`src/hdl/pmt_pkg.sv`:
```
// constants for the period match timer: register map, field layout, resets
// assumes an 8-bit register port with byte offsets as listed here
package pmt_pkg;
	localparam int          ADDR_W        = 8;
	localparam int          DATA_W        = 8;
	localparam logic [7:0]  OFF_FLAGS     = 8'h0c;
	localparam logic [7:0]  OFF_COUNT     = 8'h11;
	localparam logic [7:0]  OFF_CONTROL   = 8'h12;
	localparam logic [7:0]  OFF_ENABLES   = 8'h8c;
	localparam logic [7:0]  OFF_PERIOD    = 8'h92;
	localparam logic [7:0]  RST_FLAGS     = 8'h00;
	localparam logic [7:0]  RST_COUNT     = 8'h00;
	localparam logic [7:0]  RST_CONTROL   = 8'h00;
	localparam logic [7:0]  RST_ENABLES   = 8'h00;
	localparam logic [7:0]  RST_PERIOD    = 8'hff;
	localparam logic [7:0]  CONTROL_MASK  = 8'h7f;
	localparam logic [7:0]  FLAG_MASK     = 8'h02;
	localparam int          FLAG_BIT      = 1;
	localparam int          ON_BIT        = 2;
	localparam int          IDIV_LSB      = 0;
	localparam int          ODIV_LSB      = 3;
	// instruction clock is oscillator/4
	localparam int          ICLK_DIV      = 4;
	localparam logic [1:0]  ICLK_LAST     = 2'h3;
	localparam logic [3:0]  PRE_LAST_1    = 4'h0;
	localparam logic [3:0]  PRE_LAST_4    = 4'h3;
	localparam logic [3:0]  PRE_LAST_16   = 4'hf;
endpackage : pmt_pkg

```
`src/hdl/pmt_timer.sv`:
```
// period match timer: 8-bit counter, input divider, period match, output divider
// assumes clk is the oscillator, register port strobes are one cycle, synchronous
//
// Overview of operation
// - 8-bit counter, prescaler before, postscaler after
// - prescaler runs off oscillator divided by four
// - input select: 00 /1, 01 /4, 1x /16
// - count up to period, then wrap zero
// - period register read/write, resets to ones
// - 4-bit postscaler sets match flag bit 1
// - output select divides by field plus one
// - control bit 2 turns timer on
// - count/control writes and reset clear dividers
// - control write keeps count value
// - count register read/write, resets zero
// - raw match pulse goes to serial port
// - count and match feed PWM time base
//
// Decided for this implementation: the address-and-strobe port.
`timescale 1ns/100ps
module pmt_timer (
	// clock and reset
	input  wire logic                      clk,
	input  wire logic                      nrst,
	// register port
	input  wire logic [pmt_pkg::ADDR_W-1:0] addr,
	input  wire logic [pmt_pkg::DATA_W-1:0] wdata,
	input  wire logic                      wr_en,
	input  wire logic                      rd_en,
	output logic      [pmt_pkg::DATA_W-1:0] rdata,
	// timer outputs
	output logic                           match_irq,
	output logic                           serial_shift_tick,
	output logic                           pwm_match,
	output logic      [7:0]                pwm_count
);
	import pmt_pkg::*;

	typedef enum logic [1:0] {
		PMT_IDLE = 2'h0,
		PMT_RUN  = 2'h1
	} pmt_state_e;

	logic [7:0]  count_ff;
	logic [7:0]  control_ff;
	logic [7:0]  period_ff;
	logic [7:0]  flags_ff;
	logic [7:0]  enables_ff;
	logic [1:0]  iclk_ff;
	logic [3:0]  pre_ff;
	logic [3:0]  post_ff;
	logic [7:0]  rdata_ff;
	logic        irq_ff;
	logic        tick_ff;
	logic        pwm_match_ff;
	logic [7:0]  pwm_count_ff;
	pmt_state_e  state_ff;

	logic        wr_count;
	logic        wr_control;
	logic        wr_period;
	logic        wr_flags;
	logic        wr_enables;
	logic        running;
	logic        iclk_tick;
	logic        pre_done;
	logic        inc;
	logic        at_period;
	logic        match;
	logic        post_done;
	logic [3:0]  pre_last;
	logic [3:0]  post_last;
	logic [7:0]  nxt_rdata;

	assign wr_count   = wr_en && (addr == OFF_COUNT);
	assign wr_control = wr_en && (addr == OFF_CONTROL);
	assign wr_period  = wr_en && (addr == OFF_PERIOD);
	assign wr_flags   = wr_en && (addr == OFF_FLAGS);
	assign wr_enables = wr_en && (addr == OFF_ENABLES);

	assign running   = control_ff[ON_BIT];
	assign iclk_tick = running && (iclk_ff == ICLK_LAST);

	always_comb begin
		case (control_ff[IDIV_LSB+1:IDIV_LSB])
			2'b00:   pre_last = PRE_LAST_1;
			2'b01:   pre_last = PRE_LAST_4;
			default: pre_last = PRE_LAST_16;
		endcase
	end

	assign pre_done  = iclk_tick && (pre_ff == pre_last);
	// no increment on the cycle software writes the count or control
	assign inc       = pre_done && !wr_count && !wr_control;
	assign at_period = (count_ff == period_ff);
	assign match     = inc && at_period;
	assign post_last = control_ff[ODIV_LSB+3:ODIV_LSB];
	assign post_done = match && (post_ff == post_last);

	always_ff @(posedge clk) begin
		if (!nrst) begin
			state_ff <= PMT_IDLE;
		end else begin
			case (state_ff)
				PMT_IDLE: state_ff <= running ? PMT_RUN : PMT_IDLE;
				PMT_RUN:  state_ff <= running ? PMT_RUN : PMT_IDLE;
				default:  state_ff <= PMT_IDLE;
			endcase
		end
	end

	// instruction clock phase; frozen while off to hold everything
	always_ff @(posedge clk) begin
		if (!nrst) begin
			iclk_ff <= 2'h0;
		end else if (running) begin
			iclk_ff <= iclk_ff + 2'h1;
		end
	end

	always_ff @(posedge clk) begin
		if (!nrst || wr_count || wr_control) begin
			pre_ff <= 4'h0;
		end else if (iclk_tick) begin
			pre_ff <= pre_done ? 4'h0 : pre_ff + 4'h1;
		end
	end

	always_ff @(posedge clk) begin
		if (!nrst || wr_count || wr_control) begin
			post_ff <= 4'h0;
		end else if (match) begin
			post_ff <= post_done ? 4'h0 : post_ff + 4'h1;
		end
	end

	always_ff @(posedge clk) begin
		if (!nrst) begin
			count_ff <= RST_COUNT;
		end else if (wr_count) begin
			count_ff <= wdata;
		end else if (inc) begin
			count_ff <= at_period ? 8'h00 : count_ff + 8'h01;
		end
	end

	always_ff @(posedge clk) begin
		if (!nrst) begin
			control_ff <= RST_CONTROL;
		end else if (wr_control) begin
			control_ff <= wdata & CONTROL_MASK;
		end
	end

	always_ff @(posedge clk) begin
		if (!nrst) begin
			period_ff <= RST_PERIOD;
		end else if (wr_period) begin
			period_ff <= wdata;
		end
	end

	// set beats a simultaneous software clear
	always_ff @(posedge clk) begin
		if (!nrst) begin
			flags_ff <= RST_FLAGS;
		end else if (post_done) begin
			flags_ff[FLAG_BIT] <= 1'b1;
		end else if (wr_flags) begin
			flags_ff[FLAG_BIT] <= wdata[FLAG_BIT];
		end
	end

	always_ff @(posedge clk) begin
		if (!nrst) begin
			enables_ff <= RST_ENABLES;
		end else if (wr_enables) begin
			enables_ff <= wdata & FLAG_MASK;
		end
	end

	always_ff @(posedge clk) begin
		if (!nrst) begin
			irq_ff <= 1'b0;
		end else begin
			irq_ff <= |(flags_ff & enables_ff & FLAG_MASK);
		end
	end

	always_ff @(posedge clk) begin
		if (!nrst) begin
			tick_ff      <= 1'b0;
			pwm_match_ff <= 1'b0;
			pwm_count_ff <= 8'h00;
		end else begin
			tick_ff      <= match;
			pwm_match_ff <= match;
			pwm_count_ff <= count_ff;
		end
	end

	always_comb begin
		nxt_rdata = 8'h00;
		if (rd_en) begin
			case (addr)
				OFF_FLAGS:   nxt_rdata = flags_ff & FLAG_MASK;
				OFF_COUNT:   nxt_rdata = count_ff;
				OFF_CONTROL: nxt_rdata = control_ff;
				OFF_ENABLES: nxt_rdata = enables_ff;
				OFF_PERIOD:  nxt_rdata = period_ff;
				default:     nxt_rdata = 8'h00;
			endcase
		end
	end

	always_ff @(posedge clk) begin
		if (!nrst) begin
			rdata_ff <= 8'h00;
		end else begin
			rdata_ff <= nxt_rdata;
		end
	end

	assign rdata             = rdata_ff;
	assign match_irq         = irq_ff;
	assign serial_shift_tick = tick_ff;
	assign pwm_match         = pwm_match_ff;
	assign pwm_count         = pwm_count_ff;

	// helper views used only by the checks below
	logic       flag_set_src;
	logic [7:0] flag_bits;

	assign flag_set_src = post_done || (wr_flags && wdata[FLAG_BIT]);
	assign flag_bits    = flags_ff & enables_ff & FLAG_MASK;
endmodule : pmt_timer

```
`config.mk`:
```
export PLATFORM = sky130hd
export DESIGN_NAME = pmt_timer
export DESIGN_NICKNAME = d
export VERILOG_FILES = /design/src/hdl/pmt_pkg.sv /design/src/hdl/pmt_timer.sv
export SDC_FILE = /design/constraint.sdc
export NUM_CORES = 1
export LEC_CHECK = 0
export BUFFER_PORTS_ARGS = -buffer_cell sky130_fd_sc_hd__buf_4
export CAP_MARGIN = 20
export CORE_UTILIZATION = 56
export CTS_CLUSTER_SIZE = 24
export DETAILED_ROUTE_END_ITERATION = 10
export PLACE_DENSITY = 0.79
export SYNTH_ARGS = -nofsm -noshare
export SYNTH_HDL_FRONTEND = slang
export SYNTH_SLANG_ARGS = --single-unit
```
`constraint.sdc`:
```
create_clock -name clk -period 2.9 [get_ports clk]
set_clock_uncertainty 0.05 [all_clocks]
set_input_delay 0.29 -clock clk [delete_from_list [all_inputs] [get_ports clk]]
set_output_delay 0.29 -clock clk [all_outputs]
set_load 0.05 [all_outputs]
```
==> qor.txt, run 1 <==
status: finished clean
Max clock buf depth: 2
row count: 23
most frequent cells in the layout: dfxtp_1 (53), buf_4 (42), nand3_1 (34), nand2_1 (29), a21oi_1 (21)
CTS H-Tree Depth: 2
Worst R2R Path Depth: 5
Setup violations, final: 0
max-cap viol count: 0
ant diodes: 0
number of cells on the critical path: 5
hpwl dp: 4.08 mm
Critical path destination: post_ff[3]
final setup TNS: 0 ns
largest net degree at the start of global routing: 28
final wirelength: 5.84 mm
Reg2Reg Setup Slack: 0.71 ns
I/O Pins: 39
Worst R2R Start: pre_ff[0]
leading area contributor after synthesis: dfxtp_1
crit path buf inv count: 0
Clock transition at path regs: 0.09 ns
Tot GR Track Use: 0.269
Power Total: 1.21 mW
Synth Flop Type: dfxtp_1
Slew headroom: 0.627
ranking of synthesized cells by area: dfxtp_1 (43%), nand3_1 (6.9%), xor2_1 (4.6%)
Yosys reg bits: 53
fraction of power consumed by combinational cells: 0.050
VDD IR max: 400 uV
port bufs: 38
CP max stage cell: or4_1
Critical Path Source Type: flip-flop
Area Overhead vs Synth: 16.6%
die area: 4690 sq um
FF-to-FF End: post_ff[3]
layout cells sized above 1: 0.187
synth warn: 0
CTS sink cnt: 53
RSZ-0062 raised after global routing: no
Initial DRT Pass Iterations: 5
number of synthesized flops with an enable pin: 0
f_max: 456 MHz
vias in the first global route: 1,947
Cell Area, Synth: 2480 sq um
clk root buf: clkbuf_8
total number of vias: 2,219
die width: 68.5 microns
via/cell ratio: 6.08
Initial Utilization: 0.602
# nets final: 339
Tmin final: 2.19 ns
Worst Path Required: 3.10 ns
crit-path max FO: 9
core area: 4120 sq um
pwr dens: 420 nW/um^2
first-pass GRT wire length: 9.11 mm
Die Height: 68.5 microns
arrival time of the worst setup path: 2.40 ns
switching part of the total: 0.224
final hold viol count: 0
crit end category: flip-flop
Synth top area share: 0.428
clock network power share: 0.350
most common cell after layout, fill and taps aside: dfxtp_1
CTS Hold Buffers Added: 0
remaining global-route overflow: 0
TritonCTS Buffers: 5
number of gates resized after cts: 0
ANT nets after route: 0
syn avg cell area: 8.84 sq um
worst hold stages: 3
Syn Nets: 304
post-CTS setup buffers: 0
post-synth cell types: 46
# DRC: 0
Pleak: 1.14 nW
Int Pwr: 0.942 mW
1st-iter DRT viols: 163
GPL Wtd Cong: 0.924
Crit path max-delay family: simple AND/OR/NAND/NOR gates
Mapped Cells: 280
Worst Hold Class: in -> reg
max incr delay on CP: 0.52 ns
wire per inst: 16.0 microns
sequential area share after synthesis: 0.428
final slew viol count: 0
sequential power share: 0.600
Clock Latency Late Sink: 0.31 ns
final core occ: 0.702
Critical path origin: pre_ff[0]
Async S/R FF share, synth: 0
Net Switching: 0.272 mW
Worst-Margin Slew: 0.555 ns
Final Cycle Share: 0.756
CP Class: reg -> reg
CTS tree: yes
antenna violations before repair: 0
Cell Chain, Critical Path: or4_1 > a221o_1 > nand4b_4 > or3_1 > a21oi_2
## state kept, by name, indices dropped and copies added (netlist names)
name,count
pre_ff,4
count_ff,8
rdata,8
post_ff,4
pwm_match,1
flags_ff,1
iclk_ff,2
pwm_count,8
period_ff,8
enables_ff,1
match_irq,1
control_ff,7
## layout make-up
type / instances / area, sq um
multi-input cells: 209 / 1340
fillers: 339 / 1230
flip-flops and latches: 53 / 1060
repair buffers: 42 / 315
clock buffers: 6 / 82.6
well taps: 50 / 62.6
inverters: 4 / 15.0
clock inverters: 1 / 7.51
## cells by family after synthesis
family          Yosys count  synth area share
xor+xnor                 19            0.0672
simple gates            124             0.281
compound gates           57             0.153
mux                       5            0.0207
buf+inv                  18            0.0288
fa+ha+maj                 4            0.0202
flops                    53             0.429
## worst min-delay path by stage
stage / end / slack (ns) / from
after detailed placement: control_ff[4] / 0.44 / control_ff[4]
after CTS: period_ff[7] / 0.17 / wdata[7]
after global placement: control_ff[4] / 0.43 / control_ff[4]
after floorplan: enables_ff[1] / 0.38 / wdata[1]
final: period_ff[7] / 0.18 / wdata[7]
after global routing: period_ff[7] / 0.18 / wdata[7]
## through the flow
| step | instance area, sq um | instances | worst slack, ns | hold WS [ns] |
|---|---|---|---|---|
| 2_1_floorplan | 2480 | 280 | 0.820 | 0.384 |
| 3_3_place_gp | 2800 | 358 | 0.749 | 0.430 |
| 3_5_place_dp | 2800 | 358 | 0.701 | 0.435 |
| 4_1_cts | 2890 | 365 | 0.700 | 0.174 |
| 5_1_grt | 2890 | 365 | 0.601 | 0.179 |
| 6_report | 2890 | 365 | 0.706 | 0.177 |
## power by group through the flow
| stage | Combinational [mW] | Clock [mW] | Sequential, mW |
|---|---|---|---|
| 2_1_floorplan | 0.0231 | 0 | 0.746 |
| 3_3_place_gp | 0.0598 | 0 | 0.746 |
| 3_5_place_dp | 0.0598 | 0 | 0.746 |
| 4_1_cts | 0.0602 | 0.436 | 0.729 |
| 5_1_grt | 0.0651 | 0.461 | 0.729 |
| 6_report | 0.0607 | 0.425 | 0.729 |
## synth_stat cells, types with 2 or more instances
cell type	instances
nor4_4	2
nor4_1	2
inv_1	4
clkbuf_1	13
xor2_1	13
nand3_1	34
dfxtp_1	53
a31oi_1	6
nor4b_2	2
and3_1	4
nand2_1	29
ha_1	4
xnor2_1	6
o21ai_0	7
o21ai_1	4
or4_1	2
or3_1	4
nor2_1	20
nand4b_1	2
nand4_1	3
mux2i_1	4
nand3b_1	3
a22oi_1	6
and2_1	9
a21oi_1	21
a222oi_1	3
## worst register-to-register path: stages (launching register included)
cell	delay, ns
dfxtp_1	0.36
or4_1	0.52
a221o_1	0.39
nand4b_4	0.27
or3_1	0.42
a21oi_2	0.13
## metal layers
layer | global-route usage | up-vias | wire (microns)
met5 | 0 | - | 0
met2 | 0.431 | 87 | 2650
met3 | 0.0559 | 12 | 477
met4 | 0.109 | 0 | 115
li1 | - | 1081 | -
met1 | 0.350 | 1039 | 2600
No activity file was read; power rests on OpenSTA's default activity.
==> run 2, diff against run 1 <==
CORE_UTILIZATION = 50   (was 56)
PLACE_DENSITY = 0.75   (was 0.79)
clock period = 1.8 ns   (was 2.9 ns; I/O delays follow)
==> run 2 against run 1 <==
  * The flow now finishes with violations (negative setup slack)
  * Critical endpoint is now count_ff[7]
  * Fmax up 3.2%
  * Sequential power rose by 60%
  * Core utilization is 2.3 points lower
  * Worst hold slack got worse by 0.10 ns
==> qor.txt, run 2 (synthesis results as in run 1) <==
die width: 72.4 microns (+5.7%)
Worst R2R Start: pre_ff[0]
max-cap viol count: 0 (unchanged)
port bufs: 38 (unchanged)
f_max: 471 MHz (+3.2%)
first-pass GRT wire length: 10.6 mm (+16%)
TritonCTS Buffers: 5 (unchanged)
arrival time of the worst setup path: 2.25 ns (-0.15 ns)
total number of vias: 2,409 (+8.6%)
status: finished with violations
Pleak: 1.34 nW (+17%)
via/cell ratio: 5.78 (-5.0%)
Critical path origin: pre_ff[0]
core area: 4750 sq um (+16%)
CTS tree: yes
ANT nets after route: 0 (unchanged)
Worst Hold Class: in -> reg
Final Cycle Share: 1.18 (+0.424)
layout cells sized above 1: 0.283 (+0.0956)
Area Overhead vs Synth: 30.3%
# DRC: 0 (unchanged)
Die Height: 72.4 microns (+5.7%)
hpwl dp: 4.57 mm (+12%)
most common cell after layout, fill and taps aside: buf_4
ant diodes: 0 (unchanged)
Setup violations, final: 14 (+14)
Worst-Margin Slew: 0.607 ns (+0.0522 ns)
Tmin final: 2.12 ns (-0.0686 ns)
Seq. cell area: 1060 sq um (+0.12%)
CTS H-Tree Depth: 2 (unchanged)
GPL Wtd Cong: 0.907 (-1.7%)
1st-iter DRT viols: 215 (+32%)
Critical Path Source Type: flip-flop
remaining global-route overflow: 0 (unchanged)
antenna violations before repair: 0 (unchanged)
final hold viol count: 0 (unchanged)
final wirelength: 6.56 mm (+12%)
wire per inst: 15.7 microns (-1.8%)
final core occ: 0.678 (-0.0233)
Tot GR Track Use: 0.260 (-0.00888)
Max clock buf depth: 2 (unchanged)
violated checks: negative setup slack
vias in the first global route: 2,295 (+18%)
RSZ-0062 raised after global routing: yes
# nets final: 373 (+10%)
Worst R2R Path Depth: 7 (+2)
Reg2Reg Setup Slack: -0.32 ns (-1.03 ns)
Hold Startpoint: wdata[5]
I/O Pins: 39 (unchanged)
Worst Path Required: 1.92 ns (-1.18 ns)
CP max stage cell: or4_1
most frequent cells in the layout: buf_4 (71), dfxtp_1 (52), nand3_1 (34), nand2_1 (29), nor2_1 (20)
largest net degree at the start of global routing: 28 (unchanged)
die area: 5240 sq um (+12%)
most used cell, CP: buf_4
clk root buf: clkbuf_8
worst hold stages: 3 (unchanged)
Multi-input gate area: 1370 sq um (+2.0%)
row count: 25 (+8.7%)
crit-path max FO: 6 (-3)
FILL cells: 416 (+23%)
crit end category: flip-flop
FF-to-FF End: count_ff[7]
Final WS setup: -0.325 ns (-1.03 ns)
Slew headroom: 0.595 (-0.0325)
VDD IR max: 402 uV (+0.59%)
Clock Latency Late Sink: 0.31 ns (about the same)
max incr delay on CP: 0.51 ns (about the same)
Initial Utilization: 0.521 (-0.0809)
CP Class: reg -> reg
final slew viol count: 0 (unchanged)
WHS Endpoint: period_ff[5]
Cell Chain, Critical Path: or4_1 > a221o_1 > buf_4 > a31oi_4 > buf_4 > a2bb2oi_1 > a21oi_1
pwr dens: 618 nW/um^2 (+47%)
Clock transition at path regs: 0.10 ns (about the same)
Initial DRT Pass Iterations: 5 (unchanged)
final setup TNS: -3.80 ns (-3.80 ns)
Place WS: -0.325 ns (-1.03 ns)
CTS sink cnt: 53 (unchanged)
-- run 2: changes by cell type in the layout (fill, tap and decap cells not counted), moves of 2 or more --
cell,change
a21oi_1,-2
a21oi_2,+2
buf_4,+29
buf_6,+4
o21ai_0,-2
o21ai_1,+2
-- run 2: area by class of cell --
| cell class | count | area share |
|---|---|---|
| multi-input cells | 209 | 0.425 |
| flip-flops and latches | 53 | 0.329 |
| repair buffers | 76 | 0.185 |
| well taps | 67 | 0.0260 |
| clock buffers | 6 | 0.0256 |
| inverters | 4 | 0.00465 |
| clock inverters | 2 | 0.00427 |
-- run 2: what timing repair did --
action,in CTS,in global routing
gates cloned,0,0
gates resized for setup,3,9
hold buffers,0,0
setup buffers,1,4
endpoints found under the setup margin,14,14
pin swaps,2,4
-- run 2: how the worst max path moves through the flow --
stage / endpoint / slack, ns / cells after the start
finish: count_ff[7] / -0.32 / 7
global route: count_ff[5] / -0.42 / 6
CTS: count_ff[7] / -0.30 / 7
detailed placement: post_ff[2] / -0.32 / 5
global placement: post_ff[2] / -0.27 / 5
floorplan: post_ff[2] / -0.24 / 5
-- run 2: metrics by stage --
stage	power [mW]	cell area, sq um	hold WS (ns)	std cells
3_5_place_dp	1.30	3060	0.392	405
6_report	1.99	3230	0.0748	417
5_1_grt	2.06	3230	0.0849	417
3_3_place_gp	1.30	3060	0.382	405
2_1_floorplan	1.24	2480	0.274	280
4_1_cts	2.00	3180	0.0723	414
-- run 2: layer usage --
metal  routed length (microns)  up-vias  track usage
met3                       451       19       0.0444
li1                          -     1153            -
met5                         0        -            0
met1                      2800     1116        0.322
met2                      3100      121        0.442
met4                       206        0        0.115
-- run 2: power by group --
part	internal (mW)	leakage, nW	switching (mW)
clock	0.313	0.0512	0.403
combinational	0.0435	0.857	0.0598
sequential	1.17	0.428	0.000987
-- run 2: worst max-delay path: cells and delay by family, from the launching register on --
family | cells | cell delay, ns
AND/OR/NAND/NOR | 1 | 0.51
flip-flops | 1 | 0.33
buffers and inverters | 2 | 0.34
AO/OA/AOI/OAI | 4 | 0.76
==> run 3, diff against run 2 <==
REMOVE_ABC_BUFFERS = 1   (was not set)
==> run 3 against run 2 <==
  * The flow still finishes with violations (negative setup slack)
  * Clock-buffer cell count did not move
  * Power decreased by 2.0%
  * Sequential power about the same
  * Wire length shrank 3.2%
  * Clock power down 5.3%
  * Sequential share of layout area is essentially flat
  * Cell area about the same
  * Fmax grew 1.9%
  * Worst hold slack got worse by 0.012 ns
  * Largest cell class unchanged
  * Highest routed layer unchanged
==> qor.txt, run 3 (synthesis results as in run 1) <==
status: finished with violations
violated checks: negative setup slack
via/cell ratio: 5.53 (-4.3%)
Worst Hold Class: in -> reg
CP Class: reg -> reg
antenna violations before repair: 0 (unchanged)
die area: 5240 sq um (unchanged)
global routing usage on met2: 0.438 (-0.00415)
sequential power share: 0.601 (+0.012)
Critical Path Source Type: flip-flop
final hold viol count: 0 (unchanged)
largest net degree at the start of global routing: 28 (unchanged)
final std cells w/o fill: 415 (-0.48%)
Placed Instance Area: 3050 sq um (-0.29%)
GPL Wtd Cong: 0.943 (+3.9%)
Final Cycle Share: 1.16 (-0.0221)
Area Overhead vs Synth: 30.2% (about the same)
switching part of the total: 0.235 (+0.00230)
total number of vias: 2,294 (-4.8%)
Die Height: 72.4 microns (unchanged)
Tmin final: 2.09 ns (-0.0398 ns)
Worst-Margin Slew: 0.583 ns (-0.0239 ns)
Reg2Reg Setup Slack: -0.29 ns (+0.04 ns)
Seq. cell area: 1060 sq um (unchanged)
Tot GR Track Use: 0.258 (-0.00168)
Worst Path Required: 1.92 ns (about the same)
Slew headroom: 0.611 (+0.0159)
Clock transition at path regs: 0.10 ns (about the same)
CTS H-Tree Depth: 2 (unchanged)
row count: 25 (unchanged)
Initial DRT Pass Iterations: 5 (unchanged)
core area: 4750 sq um (unchanged)
Final WS setup: -0.285 ns (+0.0398 ns)
Finished Cell Area: 3220 sq um (about the same)
pwr dens: 606 nW/um^2 (-1.9%)
arrival time of the worst setup path: 2.21 ns (-0.04 ns)
ANT nets after route: 0 (unchanged)
Initial Utilization: 0.521 (unchanged)
Clock Latency Late Sink: 0.31 ns (about the same)
Worst R2R Path Depth: 7 (unchanged)
DP Cell Count: 404 (-0.25%)
Int Pwr: 1.49 mW (-2.3%)
1st-iter DRT viols: 160 (-26%)
clk root buf: clkbuf_8
most common cell after layout, fill and taps aside: buf_4
FILL cells: 417 (+0.24%)
final core occ: 0.678 (about the same)
layout cells sized above 1: 0.287 (+0.00450)
first-pass GRT wire length: 10.4 mm (-1.6%)
RSZ-0062 raised after global routing: yes
GR met3 Demand/Resource: 0.0472 (+0.00278)
Multi-input gate area: 1400 sq um (+1.9%)
CTS tree: yes
Pleak: 1.34 nW (about the same)
f_max: 480 MHz (+1.9%)
max-cap viol count: 0 (unchanged)
crit end category: flip-flop
crit-path max FO: 6 (unchanged)
remaining global-route overflow: 0 (unchanged)
TritonCTS Buffers: 5 (unchanged)
# DRC: 0 (unchanged)
I/O Pins: 39 (unchanged)
most frequent cells in the layout: buf_4 (70), dfxtp_1 (52), nand3_1 (34), nand2_1 (29)
wire per inst: 15.3 microns (-2.7%)
hpwl dp: 4.50 mm (-1.6%)
Net Switching: 0.459 mW (-1.0%)
vias in the first global route: 2,210 (-3.7%)
final wirelength: 6.35 mm (-3.2%)
worst hold stages: 3 (unchanged)
Max clock buf depth: 2 (unchanged)
final slew viol count: 0 (unchanged)
port bufs: 38 (unchanged)
fraction of power consumed by combinational cells: 0.052 (about the same)
Setup violations, final: 13 (-1)
clock network power share: 0.347 (-0.012)
met1 Usage GRT: 0.321 (-0.000340)
CTS sink cnt: 53 (unchanged)
die width: 72.4 microns (unchanged)
VDD IR max: 544 uV (+35%)
# nets final: 371 (-0.54%)
ant diodes: 0 (unchanged)
GR peak layer: met2
[run 3: layout make-up]
cell class | instances | share of cell area
Inverter | 4 | 0.00466
Clock inverter | 2 | 0.00427
Tap cell | 67 | 0.0260
Timing Repair Buffer | 74 | 0.180
Multi-Input combinational cell | 209 | 0.433
Clock buffer | 6 | 0.0225
Sequential cell | 53 | 0.330
[run 3: worst paths after layout]
kind                  from      endpoint
max          control_ff[0]   count_ff[7]
min               wdata[7]  period_ff[7]
max reg2reg  control_ff[0]   count_ff[7]
min reg2reg   period_ff[4]      rdata[4]
[run 3: power by group through the flow]
stage | Clock [mW] | Combinational [mW] | Sequential (mW)
floorplan | 0 | 0.0245 | 1.20
global placement | 0 | 0.0983 | 1.20
detailed placement | 0 | 0.0992 | 1.20
CTS | 0.683 | 0.0996 | 1.17
global route | 0.722 | 0.110 | 1.17
finish | 0.677 | 0.102 | 1.17
[run 3: metrics by stage]
stage	worst slack (ns)	hold slack [ns]	setup TNS, ns	total power [mW]
after floorplan	-0.281	0.202	-1.67	1.23
after global placement	-0.255	0.388	-2.07	1.30
after detailed placement	-0.339	0.387	-3.71	1.30
after CTS	-0.287	0.0657	-3.01	1.96
after global routing	-0.373	0.0646	-3.71	2.01
final	-0.285	0.0628	-2.82	1.95
[run 3: layer usage]
layer | up-vias | wire length [microns]
met5 | - | 0
met4 | 0 | 112
met3 | 11 | 340
met2 | 83 | 3150
met1 | 1057 | 2740
li1 | 1143 | -
[run 3: timing repair]
item                                    CTS  global route
setup buffers                             2             1
endpoints found under the setup margin   14            14
pin swaps                                 8             9
gates resized for setup                   3            11
hold buffers                              0             0
[run 3: critical path, stage by stage, from the launching register on]
cell and delay [ns]:
dfxtp_1 0.33, or4_4 0.52, a221o_1 0.33, buf_6 0.14
a31oi_4 0.16, buf_4 0.18, a2bb2oi_1 0.16, a21oi_1 0.08
